### config.mk
export PLATFORM = sky130hd
export DESIGN_NAME = rssc_ctrl
export DESIGN_NICKNAME = d
export VERILOG_FILES = /design/src/rtl/rssc_pkg.sv /design/src/rtl/rssc_ctrl.sv
export VERILOG_INCLUDE_DIRS = /design/src /design/src/rtl
export SDC_FILE = /design/constraint.sdc
export NUM_CORES = 1
export LEC_CHECK = 0
export ABC_AREA = 1
export BUFFER_PORTS_ARGS = -buffer_cell sky130_fd_sc_hd__buf_2
export CAP_MARGIN = 0
export CORE_ASPECT_RATIO = 0.9
export CORE_MARGIN = 10
export CORE_UTILIZATION = 45
export CTS_BUF_LIST = sky130_fd_sc_hd__clkbuf_4 sky130_fd_sc_hd__clkbuf_8
export CTS_CLUSTER_SIZE = 30
export DETAILED_ROUTE_END_ITERATION = 16
export PLACE_DENSITY = 0.77
export SLEW_MARGIN = 20
export SYNTH_ARGS = -nofsm -noshare
export SYNTH_HDL_FRONTEND = slang
export SYNTH_SLANG_ARGS = --single-unit
### constraint.sdc
create_clock -name sys_clk_i -period 2.8 [get_ports sys_clk_i]
set_input_delay 0.42 -clock sys_clk_i [delete_from_list [all_inputs] [get_ports sys_clk_i]]
set_output_delay 0.42 -clock sys_clk_i [all_outputs]
set_load 0.1 [all_outputs]
### src/rtl/rssc_defines.svh
`ifndef RSSC_DEFINES_SVH
`define RSSC_DEFINES_SVH
// Output levels in tenths of a percent, signed 11 bit
`define RSSC_LVL_W        11
`define RSSC_LVL_MAX      11'sd1000
`define RSSC_LVL_MIN      -11'sd1000
`define RSSC_LVL_ZERO     11'sd0
`define RSSC_SP_W         16
`define RSSC_SP_RST       16'h0000
// Contact debounce time and cycles at 100 MHz
`define RSSC_CLK_MHZ      100
`define RSSC_DEB_US       1
`define RSSC_DEB_CYC      (`RSSC_DEB_US * `RSSC_CLK_MHZ)
`define RSSC_DEB_W        7
// Sample phase outlasts one full debounce of a contact shorted at power-up
`define RSSC_SMP_CYC      (`RSSC_DEB_CYC + 2)
`endif

### src/rtl/rssc_pkg.sv
package rssc_pkg;
    typedef enum logic [1:0] {CM_PID, CM_ONOFF, CM_HEATCOOL} rssc_ctl_mode_t;
    typedef enum logic [1:0] {BANK_1, BANK_2, BANK_4} rssc_bank_cnt_t;
    typedef enum logic [2:0] {FN_NONE, FN_STOP, FN_ALCLR, FN_MANUAL, FN_SPSEL} rssc_di_fn_t;
    typedef enum logic [1:0] {ST_SAMPLE, ST_RUN} rssc_phase_t;
    typedef enum logic [2:0] {
        CMD_NONE, CMD_RUNSTOP, CMD_ALCLR, CMD_AUTOMAN, CMD_BANKSEL,
        CMD_SETPOINT, CMD_PARAM
    } rssc_cmd_t;
    typedef struct packed {
        logic            valid;
        logic            write;
        rssc_cmd_t       cmd;
        logic [1:0]      slot;
        logic [15:0]     data;
    } rssc_req_t;
    typedef struct packed {
        logic            valid;
        logic            ack;
        logic            nak;
        logic [15:0]     data;
    } rssc_rsp_t;
    typedef struct packed {
        rssc_phase_t     phase;
        logic [6:0]      smp_cnt;
        logic [1:0]      deb_sync;
        logic [1:0]      deb_raw;
        logic [1:0]      contact;
        logic [6:0]      deb_cnt_a;
        logic [6:0]      deb_cnt_b;
        logic            stop_req;
        logic            manual_req;
        logic            alclr;
        logic [1:0]      bank_sel;
        logic [3:0][15:0] sp;
        logic [10:0]     hold_lvl;
        logic [10:0]     mv_out;
        logic [10:0]     disp_lvl;
        logic            stopped;
        logic            manual;
        logic [3:0]      alarm_out;
        logic [3:0]      alarm_saved;
        logic [15:0]     sp_out;
        logic [1:0]      sp_slot;
        logic            nv_we;
        rssc_rsp_t       rsp;
    } rssc_state_t;
endpackage : rssc_pkg

### src/rtl/rssc_ctrl.sv
// Behaviour
// RULE1: Write permit off rejects every link write request; reset value is enabled.
// RULE2: Link read requests are always answered regardless of write permit.
// RULE3: While stopped the control output equals the halt level, loop level ignored.
// RULE4: Halt level clamped per mode: PID 0..100, on/off 0 or 100, heat/cool +-100.
// RULE5: Run/stop state is mirrored to nonvolatile storage and restored at power-up.
// RULE6: On resume the output starts from the level held at the end of stop; code drives the loop level at once, held level only on resume_level_o.
// RULE7: While stopped the displayed level is the halt level, even with sensor break.
// RULE8: Halt alarm policy: continue keeps alarms normal, off forces alarms off.
// RULE9: Off policy with latch alarms restores pre-stop alarm states on return to run.
// RULE10: Run/stop changes are accepted even while the sensor is open.
// RULE11: Bank count is 1, 2 or 4 slots; default one.
// RULE12: Bank select is limited to enabled slots; default slot 0.
// RULE13: Four independent setpoints clamped to low/high limits, each reset to zero.
// RULE14: Stop contact shorted forces stop and refuses link run/stop requests.
// RULE15: Alarm clear contact shorted forces alarms off, refuses link alarm clear.
// RULE16: Manual contact shorted forces manual, refuses link auto/manual requests.
// RULE17: Any setpoint-select contact overrides link bank select requests.
// RULE18: A single select contact picks slot 0 open, slot 1 closed.
// RULE19: Two select contacts: A is bit 0, B is bit 1.
// RULE20: Bank count two masks contact B; bank count one masks both.
// RULE21: Contact selection ignored unless bank count is at least two.
// RULE22: Contacts are sampled after reset before their functions take effect; setpoint-select contacts steer the slot from reset.
// RULE23: Contacts are debounced over several clock cycles before use.
`include "rssc_defines.svh"
module rssc_ctrl
    import rssc_pkg::*;
(
    // Clock and reset
    input  wire logic             sys_clk_i,
    input  wire logic             nrst_i,
    // Link request and answer
    input  wire rssc_req_t        req_i,
    output      rssc_rsp_t        rsp_o,
    // Configuration
    input  wire logic             write_permit_i,
    input  wire rssc_ctl_mode_t   ctl_mode_i,
    input  wire logic [10:0]      halt_output_level_i,
    input  wire logic             halt_alarm_off_i,
    input  wire logic             alarm_latch_i,
    input  wire rssc_bank_cnt_t   setpoint_bank_count_i,
    input  wire rssc_di_fn_t      fn_a_i,
    input  wire rssc_di_fn_t      fn_b_i,
    input  wire logic [15:0]      sp_low_i,
    input  wire logic [15:0]      sp_high_i,
    // Nonvolatile run/stop
    input  wire logic             nv_stop_i,
    output      logic             nv_we_o,
    output      logic             nv_stop_o,
    // Contacts
    input  wire logic             contact_input_a_i,
    input  wire logic             contact_input_b_i,
    // Loop and alarm side
    input  wire logic [10:0]      loop_level_i,
    input  wire logic             sensor_open_i,
    input  wire logic [3:0]       alarm_raw_i,
    output      logic [10:0]      manipulated_output_level_o,
    output      logic [10:0]      disp_level_o,
    output      logic [10:0]      resume_level_o,
    output      logic             stopped_o,
    output      logic             manual_o,
    output      logic             alarm_clear_o,
    output      logic [3:0]       alarm_o,
    output      logic [15:0]      setpoint_value_o,
    output      logic [1:0]       setpoint_bank_select_o
);

    //--------------------------------------------------------------
    // Helpers
    //--------------------------------------------------------------
    function automatic logic [10:0] clamp_halt(input logic [10:0] v, input rssc_ctl_mode_t m);
        logic signed [10:0] s;
        s = signed'(v);
        case (m)
            CM_ONOFF:    clamp_halt = (s > `RSSC_LVL_ZERO) ? `RSSC_LVL_MAX : `RSSC_LVL_ZERO;
            CM_HEATCOOL: clamp_halt = (s > `RSSC_LVL_MAX) ? `RSSC_LVL_MAX :
                                      (s < `RSSC_LVL_MIN) ? `RSSC_LVL_MIN : v;
            default:     clamp_halt = (s > `RSSC_LVL_MAX) ? `RSSC_LVL_MAX :
                                      (s < `RSSC_LVL_ZERO) ? `RSSC_LVL_ZERO : v;
        endcase
    endfunction : clamp_halt

    function automatic logic [1:0] bank_limit(input logic [1:0] v, input rssc_bank_cnt_t c);
        case (c)
            BANK_4:  bank_limit = v;
            BANK_2:  bank_limit = {1'b0, v[0]};
            default: bank_limit = 2'h0;
        endcase
    endfunction : bank_limit

    //--------------------------------------------------------------
    // State
    //--------------------------------------------------------------
    rssc_state_t s_r;
    rssc_state_t s_nxt;

    logic a_stop;
    logic a_alclr;
    logic a_man;
    logic a_sel;
    logic b_sel;
    logic [1:0] ct_sel;
    logic [15:0] sp_clamped;
    logic is_write;
    logic [10:0] halt_lvl;

    always_comb begin
        s_nxt = s_r;
        s_nxt.nv_we = 1'b0;
        s_nxt.rsp = '0;
        // Link alarm clear is one-shot; a new request in the clearing cycle wins
        s_nxt.alclr = 1'b0;
        halt_lvl = clamp_halt(halt_output_level_i, ctl_mode_i); // RULE4
        // Sync then debounce; first stage only feeds second
        s_nxt.deb_sync = {contact_input_b_i, contact_input_a_i};
        s_nxt.deb_raw = s_r.deb_sync;
        if (s_r.deb_raw[0] == s_r.contact[0]) begin // RULE23
            s_nxt.deb_cnt_a = '0;
        end else if (s_r.deb_cnt_a == 7'(`RSSC_DEB_CYC - 1)) begin
            s_nxt.contact[0] = s_r.deb_raw[0];
            s_nxt.deb_cnt_a = '0;
        end else begin
            s_nxt.deb_cnt_a = s_r.deb_cnt_a + 7'h01;
        end
        if (s_r.deb_raw[1] == s_r.contact[1]) begin // RULE23
            s_nxt.deb_cnt_b = '0;
        end else if (s_r.deb_cnt_b == 7'(`RSSC_DEB_CYC - 1)) begin
            s_nxt.contact[1] = s_r.deb_raw[1];
            s_nxt.deb_cnt_b = '0;
        end else begin
            s_nxt.deb_cnt_b = s_r.deb_cnt_b + 7'h01;
        end
        // Stop, alarm clear and manual functions stay off until contacts have been sampled
        a_stop  = 1'b0;
        a_alclr = 1'b0;
        a_man   = 1'b0;
        a_sel   = (fn_a_i == FN_SPSEL);
        b_sel   = (fn_b_i == FN_SPSEL);
        if (s_r.phase == ST_RUN) begin // RULE22
            a_stop  = (fn_a_i == FN_STOP && s_r.contact[0]) ||
                      (fn_b_i == FN_STOP && s_r.contact[1]);
            a_alclr = (fn_a_i == FN_ALCLR && s_r.contact[0]) ||
                      (fn_b_i == FN_ALCLR && s_r.contact[1]);
            a_man   = (fn_a_i == FN_MANUAL && s_r.contact[0]) ||
                      (fn_b_i == FN_MANUAL && s_r.contact[1]);
        end
        case (s_r.phase)
            ST_SAMPLE: begin
                s_nxt.stop_req = nv_stop_i; // RULE5
                s_nxt.smp_cnt = s_r.smp_cnt + 7'h01;
                if (s_r.smp_cnt == 7'(`RSSC_SMP_CYC)) begin // RULE22
                    s_nxt.phase = ST_RUN;
                end
            end
            ST_RUN:  s_nxt.phase = ST_RUN;
            default: s_nxt.phase = ST_SAMPLE;
        endcase
        // Contact setpoint selection
        if (a_sel && b_sel) begin
            ct_sel = {s_r.contact[1], s_r.contact[0]}; // RULE19
        end else if (a_sel) begin
            ct_sel = {1'b0, s_r.contact[0]}; // RULE18
        end else begin
            ct_sel = {1'b0, s_r.contact[1]}; // RULE18
        end
        // Link requests
        is_write = req_i.valid && req_i.write;
        sp_clamped = ($signed(req_i.data) < $signed(sp_low_i)) ? sp_low_i :
                     ($signed(req_i.data) > $signed(sp_high_i)) ? sp_high_i : req_i.data;
        if (req_i.valid && !req_i.write) begin
            s_nxt.rsp.valid = 1'b1; // RULE2
            s_nxt.rsp.ack = 1'b1;
            case (req_i.cmd)
                CMD_RUNSTOP:  s_nxt.rsp.data = {15'h0000, s_r.stopped};
                CMD_AUTOMAN:  s_nxt.rsp.data = {15'h0000, s_r.manual};
                CMD_BANKSEL:  s_nxt.rsp.data = {14'h0000, s_r.sp_slot};
                CMD_SETPOINT: s_nxt.rsp.data = s_r.sp[req_i.slot];
                default:      s_nxt.rsp.data = {{5{s_r.disp_lvl[10]}}, s_r.disp_lvl};
            endcase
        end else if (is_write) begin
            s_nxt.rsp.valid = 1'b1;
            s_nxt.rsp.nak = 1'b1;
            if (write_permit_i) begin // RULE1
                case (req_i.cmd)
                    CMD_RUNSTOP: if (!a_stop) begin // RULE14 RULE10
                        s_nxt.stop_req = req_i.data[0];
                        s_nxt.rsp.nak = 1'b0;
                    end
                    CMD_ALCLR: if (!a_alclr) begin // RULE15
                        s_nxt.alclr = req_i.data[0];
                        s_nxt.rsp.nak = 1'b0;
                    end
                    CMD_AUTOMAN: if (!a_man) begin // RULE16
                        s_nxt.manual_req = req_i.data[0];
                        s_nxt.rsp.nak = 1'b0;
                    end
                    CMD_BANKSEL: if (!a_sel && !b_sel) begin // RULE17
                        s_nxt.bank_sel = bank_limit(req_i.data[1:0], setpoint_bank_count_i); // RULE12
                        s_nxt.rsp.nak = 1'b0;
                    end
                    CMD_SETPOINT: begin
                        s_nxt.sp[req_i.slot] = sp_clamped; // RULE13
                        s_nxt.rsp.nak = 1'b0;
                    end
                    default: s_nxt.rsp.nak = 1'b1;
                endcase
            end
            s_nxt.rsp.ack = !s_nxt.rsp.nak;
        end
        // Effective state
        s_nxt.stopped = s_nxt.stop_req || a_stop; // RULE14
        if (s_nxt.stop_req != s_r.stop_req) begin
            s_nxt.nv_we = 1'b1; // RULE5
        end
        s_nxt.manual = s_nxt.manual_req || a_man; // RULE16
        if ((a_sel || b_sel) && setpoint_bank_count_i != BANK_1) begin // RULE21
            s_nxt.sp_slot = bank_limit(ct_sel, setpoint_bank_count_i); // RULE20
        end else begin
            s_nxt.sp_slot = bank_limit(s_nxt.bank_sel, setpoint_bank_count_i); // RULE11 RULE12
        end
        s_nxt.sp_out = s_r.sp[s_nxt.sp_slot];
        if (s_nxt.stopped) begin
            s_nxt.mv_out = halt_lvl; // RULE3
            s_nxt.disp_lvl = halt_lvl; // RULE7
            if (!s_r.stopped) begin
                s_nxt.alarm_saved = s_r.alarm_out;
            end
        end else begin
            // Loop level drives the output directly; the held stop level goes to resume_level_o
            s_nxt.mv_out = loop_level_i;
            s_nxt.disp_lvl = loop_level_i;
        end
        if (s_r.stopped) begin
            s_nxt.hold_lvl = halt_lvl; // RULE6
        end
        if (a_alclr || s_r.alclr) begin
            s_nxt.alarm_out = 4'h0; // RULE15
        end else if (s_nxt.stopped && halt_alarm_off_i) begin
            s_nxt.alarm_out = 4'h0; // RULE8
        end else if (s_r.stopped && !s_nxt.stopped && halt_alarm_off_i && alarm_latch_i) begin
            s_nxt.alarm_out = s_r.alarm_saved | alarm_raw_i; // RULE9
        end else if (alarm_latch_i) begin
            s_nxt.alarm_out = s_r.alarm_out | alarm_raw_i;
        end else begin
            s_nxt.alarm_out = alarm_raw_i; // RULE8
        end
    end

    always_ff @(posedge sys_clk_i or negedge nrst_i) begin
        if (!nrst_i) begin
            s_r <= '0;
        end else begin
            s_r <= s_nxt;
        end
    end

    //--------------------------------------------------------------
    // Outputs
    //--------------------------------------------------------------
    assign rsp_o                      = s_r.rsp;
    assign nv_we_o                    = s_r.nv_we;
    assign nv_stop_o                  = s_r.stop_req;
    assign manipulated_output_level_o = s_r.mv_out;
    assign disp_level_o               = s_r.disp_lvl;
    assign resume_level_o             = s_r.hold_lvl;
    assign stopped_o                  = s_r.stopped;
    assign manual_o                   = s_r.manual;
    assign alarm_clear_o              = s_r.alclr;
    assign alarm_o                    = s_r.alarm_out;
    assign setpoint_value_o           = s_r.sp_out;
    assign setpoint_bank_select_o     = s_r.sp_slot;

    //--------------------------------------------------------------
    // Checks
    //--------------------------------------------------------------
    property p_wr_block;
        @(posedge sys_clk_i) disable iff (!nrst_i)
        (req_i.valid && req_i.write && !write_permit_i) |=> (rsp_o.valid && rsp_o.nak);
    endproperty
    a_wr_block: assert property (p_wr_block) else $error("write not refused"); // RULE1

    property p_rd_ok;
        @(posedge sys_clk_i) disable iff (!nrst_i)
        (req_i.valid && !req_i.write) |=> (rsp_o.valid && rsp_o.ack);
    endproperty
    a_rd_ok: assert property (p_rd_ok) else $error("read not served"); // RULE2

    property p_halt_out;
        @(posedge sys_clk_i) disable iff (!nrst_i)
        stopped_o |-> (manipulated_output_level_o == disp_level_o);
    endproperty
    a_halt_out: assert property (p_halt_out) else $error("stop level mismatch"); // RULE3

    property p_halt_rng;
        @(posedge sys_clk_i) disable iff (!nrst_i)
        (stopped_o && $past(ctl_mode_i) == CM_PID) |-> ($signed(manipulated_output_level_o) >= 0);
    endproperty
    a_halt_rng: assert property (p_halt_rng) else $error("halt level negative"); // RULE4

    property p_alarm_off;
        @(posedge sys_clk_i) disable iff (!nrst_i)
        (stopped_o && $past(stopped_o) && halt_alarm_off_i && $past(halt_alarm_off_i))
        |-> (alarm_o == 4'h0);
    endproperty
    a_alarm_off: assert property (p_alarm_off) else $error("alarm active in stop"); // RULE8

    property p_slot_lim;
        @(posedge sys_clk_i) disable iff (!nrst_i)
        (setpoint_bank_count_i == BANK_1) |=> (setpoint_bank_select_o == 2'h0);
    endproperty
    a_slot_lim: assert property (p_slot_lim) else $error("slot beyond count"); // RULE12

    property p_stop_nak;
        @(posedge sys_clk_i) disable iff (!nrst_i)
        (req_i.valid && req_i.write && req_i.cmd == CMD_RUNSTOP && stopped_o && a_stop)
        |=> rsp_o.nak;
    endproperty
    a_stop_nak: assert property (p_stop_nak) else $error("run/stop not refused"); // RULE14

    property p_nv_we;
        @(posedge sys_clk_i) disable iff (!nrst_i)
        $changed(nv_stop_o) |-> nv_we_o;
    endproperty
    a_nv_we: assert property (p_nv_we) else $error("nv write missed"); // RULE5

endmodule : rssc_ctrl

==> impl_results.md <==
- Maximum root-to-sink buffer count: 2
- Actual transition at the worst max-transition pin: around 660 ps
- Die Footprint: 0.0282 mm²
- Final-report hold violation count: 0
- Worst min path class: primary input to flip-flop
- Power per cell area: ~590 mW/mm²
- Detailed-route wire length per cell: ~16 µm
- Routed via count divided by cell count: 5.09
- Leading register cell type out of synthesis: sky130_fd_sc_hd__dfrtp_1
- First-pass iteration count of the detailed router: 5
- Setup skew after layout: between 10 and 15 ps
- Synthesized-area fraction occupied by adder cells: 0.0521
- Start-to-end type of the worst setup path: primary input to flip-flop
- Family with the most delay on the worst path: simple AND/OR/NAND/NOR gates
- Post-synthesis instance total: 1,254
- Total wire length: between 20,000 and 30,000 µm
- Post-route cell area: 0.0109 mm²
- Cell area after placement: around 0.010 mm²
- Buf+Inv Stages, Crit Path: 1
- Clock period minus final worst setup slack: roughly 2000 ps
- Total leakage power: 6.01 nW
- Largest fanout on the critical path: 16
- Clock tree from TritonCTS: done
- Number of vias in the routed layout: 8,478
- Site row count: between 50 and 60
- Total I/O pin count: ~180
- Number of input and output port buffers inserted: 177
- Fraction of synthesized area in multiplexers: 0.00673
- Nets@finish: between 1,500 and 2,000
- Synth Cell Area: 0.00985 mm²
- GRT Overall Usage: 0.185
- Number of nets with antenna violations after routing: 0
- Combinational family with the most area after synthesis: simple AND/OR/NAND/NOR gates
- Number of cells on the worst hold path: 1
- Tightest slew margin relative to the limit: 0.557
- Ys Warns: 0
- Detailed Place HPWL: about 20,000 µm
- Area growth from synthesis to layout: 10.5%
- Post-Syn Nets: between 1,000 and 1,500
- Share of synthesized cell area in and, or, nand and nor gates: 0.293
- Worst Hold Margin: a little over 80 ps
- XOR/XNOR share of the synthesized area: 0.00978
- Count of flip-flops with a built-in enable after synthesis: 0
- Worst min-delay path endpoint: s_nxt[167]
- Post-synthesis area per instance: 7.85 µm²
- Pin count of the biggest net entering global routing: just over 70
- Initial DRC Count: 767
- Maximum level of the CTS H-tree: 4
- RSZ-0062 raised after global routing: false
- Clock root buffer: sky130_fd_sc_hd__clkbuf_8
- FF+latch area: 0.00418 mm²
- Die span in y: around 160 µm
- Cell-by-cell listing of the critical path: buf_2 > ha_1 > nand4_1 > nor2_1 > nand3_1 > nand3_2 > nand2_1 > nand3_1 > nand3_1 > nand2_1
- Setup crit end kind: flip-flop
- Post-CTS setup buffer count: 0
- Share of the clock period used by the worst path: 0.712
- Setup ws final: 806 ps
- Worst R2R End: alarm_o[3]
- Achievable clock frequency: between 500 and 600 MHz
- Worst path required time: between 3000 and 4000 ps
- Antenna diode count: 0
- Die Width: 176 µm
- Number of violations of the max-capacitance limit: 0
- Final std cells w/o fill: about 1,700
- Total clock sinks: approximately 170
- First-pass GRT wire length: 42,500 µm
- Post-synthesis compound-gate area fraction: 0.0814
- Worst-path cell with the longest stage delay: sky130_fd_sc_hd__ha_1
- Netlist cell types: 55
- Starting density of the core: 0.457
- Startpoint of the most critical register-to-register path: s_r[164]
- Count of cells along the worst register-to-register path: 11
- Antenna violations before repair: 2
- Data arrival time of the critical path: ~2400 ps
- Number of fill cells in the layout: approximately 2,100
- Worst vdd rail ir drop: about 0.30 mV
- Delay of the slowest critical-path stage: between 300 and 400 ps
- Inst Count DP: 1,631
- Most common cell type on the critical path: sky130_fd_sc_hd__nand3_1
- Clock slew at the register clock pins of the worst setup and hold paths: 80 ps
- Max-slew violations: 0
- Core footprint: approximately 0.022 mm²
- Drt drc: 0
- Worst min-delay path startpoint: contact_input_b_i
- Synth Register Bits: around 170
- Final setup violation count: 0
- Area of the multi-input gates: 0.00437 mm²
- Ys async rst share: 1.00
- TritonCTS buffer count: 17
- Run status: complete, no violations
- Part of the Yosys area used for sequential elements: 0.424
- Clk Latency, worst-skew pair: around 450 ps
- Number of global-route vias before repair: just over 8,000
- Remaining global-route overflow: 0
- Total negative slack: 0 ps
- Routability cong.: between 0.8 and 0.9
- Post-Place Setup Slack: between 300 and 400 ps
- Setup slack on the worst flop-to-flop path: ~870 ps
- Startpoint kind of the worst setup timing path: primary input
- Fraction of layout cells with a size suffix above 1: 0.216
[cell usage in the layout (no fill, tap or decap), types with 18 or more instances in the layout]
master                     count
sky130_fd_sc_hd__buf_2       176
sky130_fd_sc_hd__a21oi_1      49
sky130_fd_sc_hd__inv_1       115
sky130_fd_sc_hd__nor2_1       48
sky130_fd_sc_hd__clkbuf_8     18
sky130_fd_sc_hd__nand2_1     410
sky130_fd_sc_hd__inv_2        20
sky130_fd_sc_hd__o21ai_0      30
sky130_fd_sc_hd__ha_1         41
sky130_fd_sc_hd__nand3_1     107
sky130_fd_sc_hd__nand4_1      20
sky130_fd_sc_hd__dfrtp_1     167
[how the worst max path moves through the flow]
stage | startpoint | end | slack (ps) | depth (start not counted)
2_1_floorplan | sp_high_i[15] | flip-flop | 790 | 13
3_3_place_gp | req_i[15] | flip-flop | 410 | 12
3_5_place_dp | req_i[15] | flip-flop | 360 | 10
4_1_cts | stopped_o | stopped_o | 790 | 1
5_1_grt | req_i[15] | flip-flop | 630 | 12
6_report | req_i[15] | flip-flop | 810 | 10
[area by class of cell]
cell class	instances	share of cell area
Timing Repair Buffer	194	0.0962
Inverter	139	0.0489
Multi-Input combinational cell	841	0.401
Clock buffer	21	0.0248
Tap cell	291	0.0335
Clock inverter	11	0.0114
Sequential cell	167	0.384
[cells by family after synthesis]
group / after synthesis
and+or+nand+nor: 648
buffers and inverters: 246
DFF: 167
AOI/OAI and AO/OA: 135
adders and majority gates: 41
xor gates and xnor gates: 11
muxes: 6
[metrics by stage]
step                      utilization  power (W)
after floorplan                     -    0.00437
after global routing            0.505    0.00670
after CTS                       0.505    0.00642
final                           0.505    0.00638
after global placement          0.486    0.00467
after detailed placement        0.486    0.00470
[synthesized netlist by cell type (all sizes together) (4+ instances only)]
master	instances	area (µm²)
a21oi	50	254
a22oi	15	113
buf	96	729
clkbuf	11	41.3
dfrtp	167	4180
ha	41	513
inv	137	524
mux2	5	56.3
nand2	427	1660
nand3	122	686
nand4	20	125
nor2	57	275
nor3	12	71.3
o211ai	11	82.6
o21ai	41	224
o22ai	9	56.3
xnor2	7	61.3
xor2	4	35.0
[per-layer routing]
metal | global-route usage | share of wire | vias to the layer above
li1 | - | - | 4184
met1 | 0.242 | 0.45 | 3942
met2 | 0.290 | 0.45 | 314
met3 | 0.0499 | 0.079 | 34
met4 | 0.0581 | 0.017 | 4
met5 | 0 | 0.0012 | -
[power by group]
group | switching (W) | internal [W]
combinational | 0.00148 | 0.000419
clock | 0.000865 | 0.000846
sequential | 0.000137 | 0.00263
[timing repair]
action | in CTS | in global routing
gates resized for setup | 0 | 0
endpoints found under the hold margin | 68 | 0
hold buffers | 1 | 0
Power figures use the tool's default switching activity.
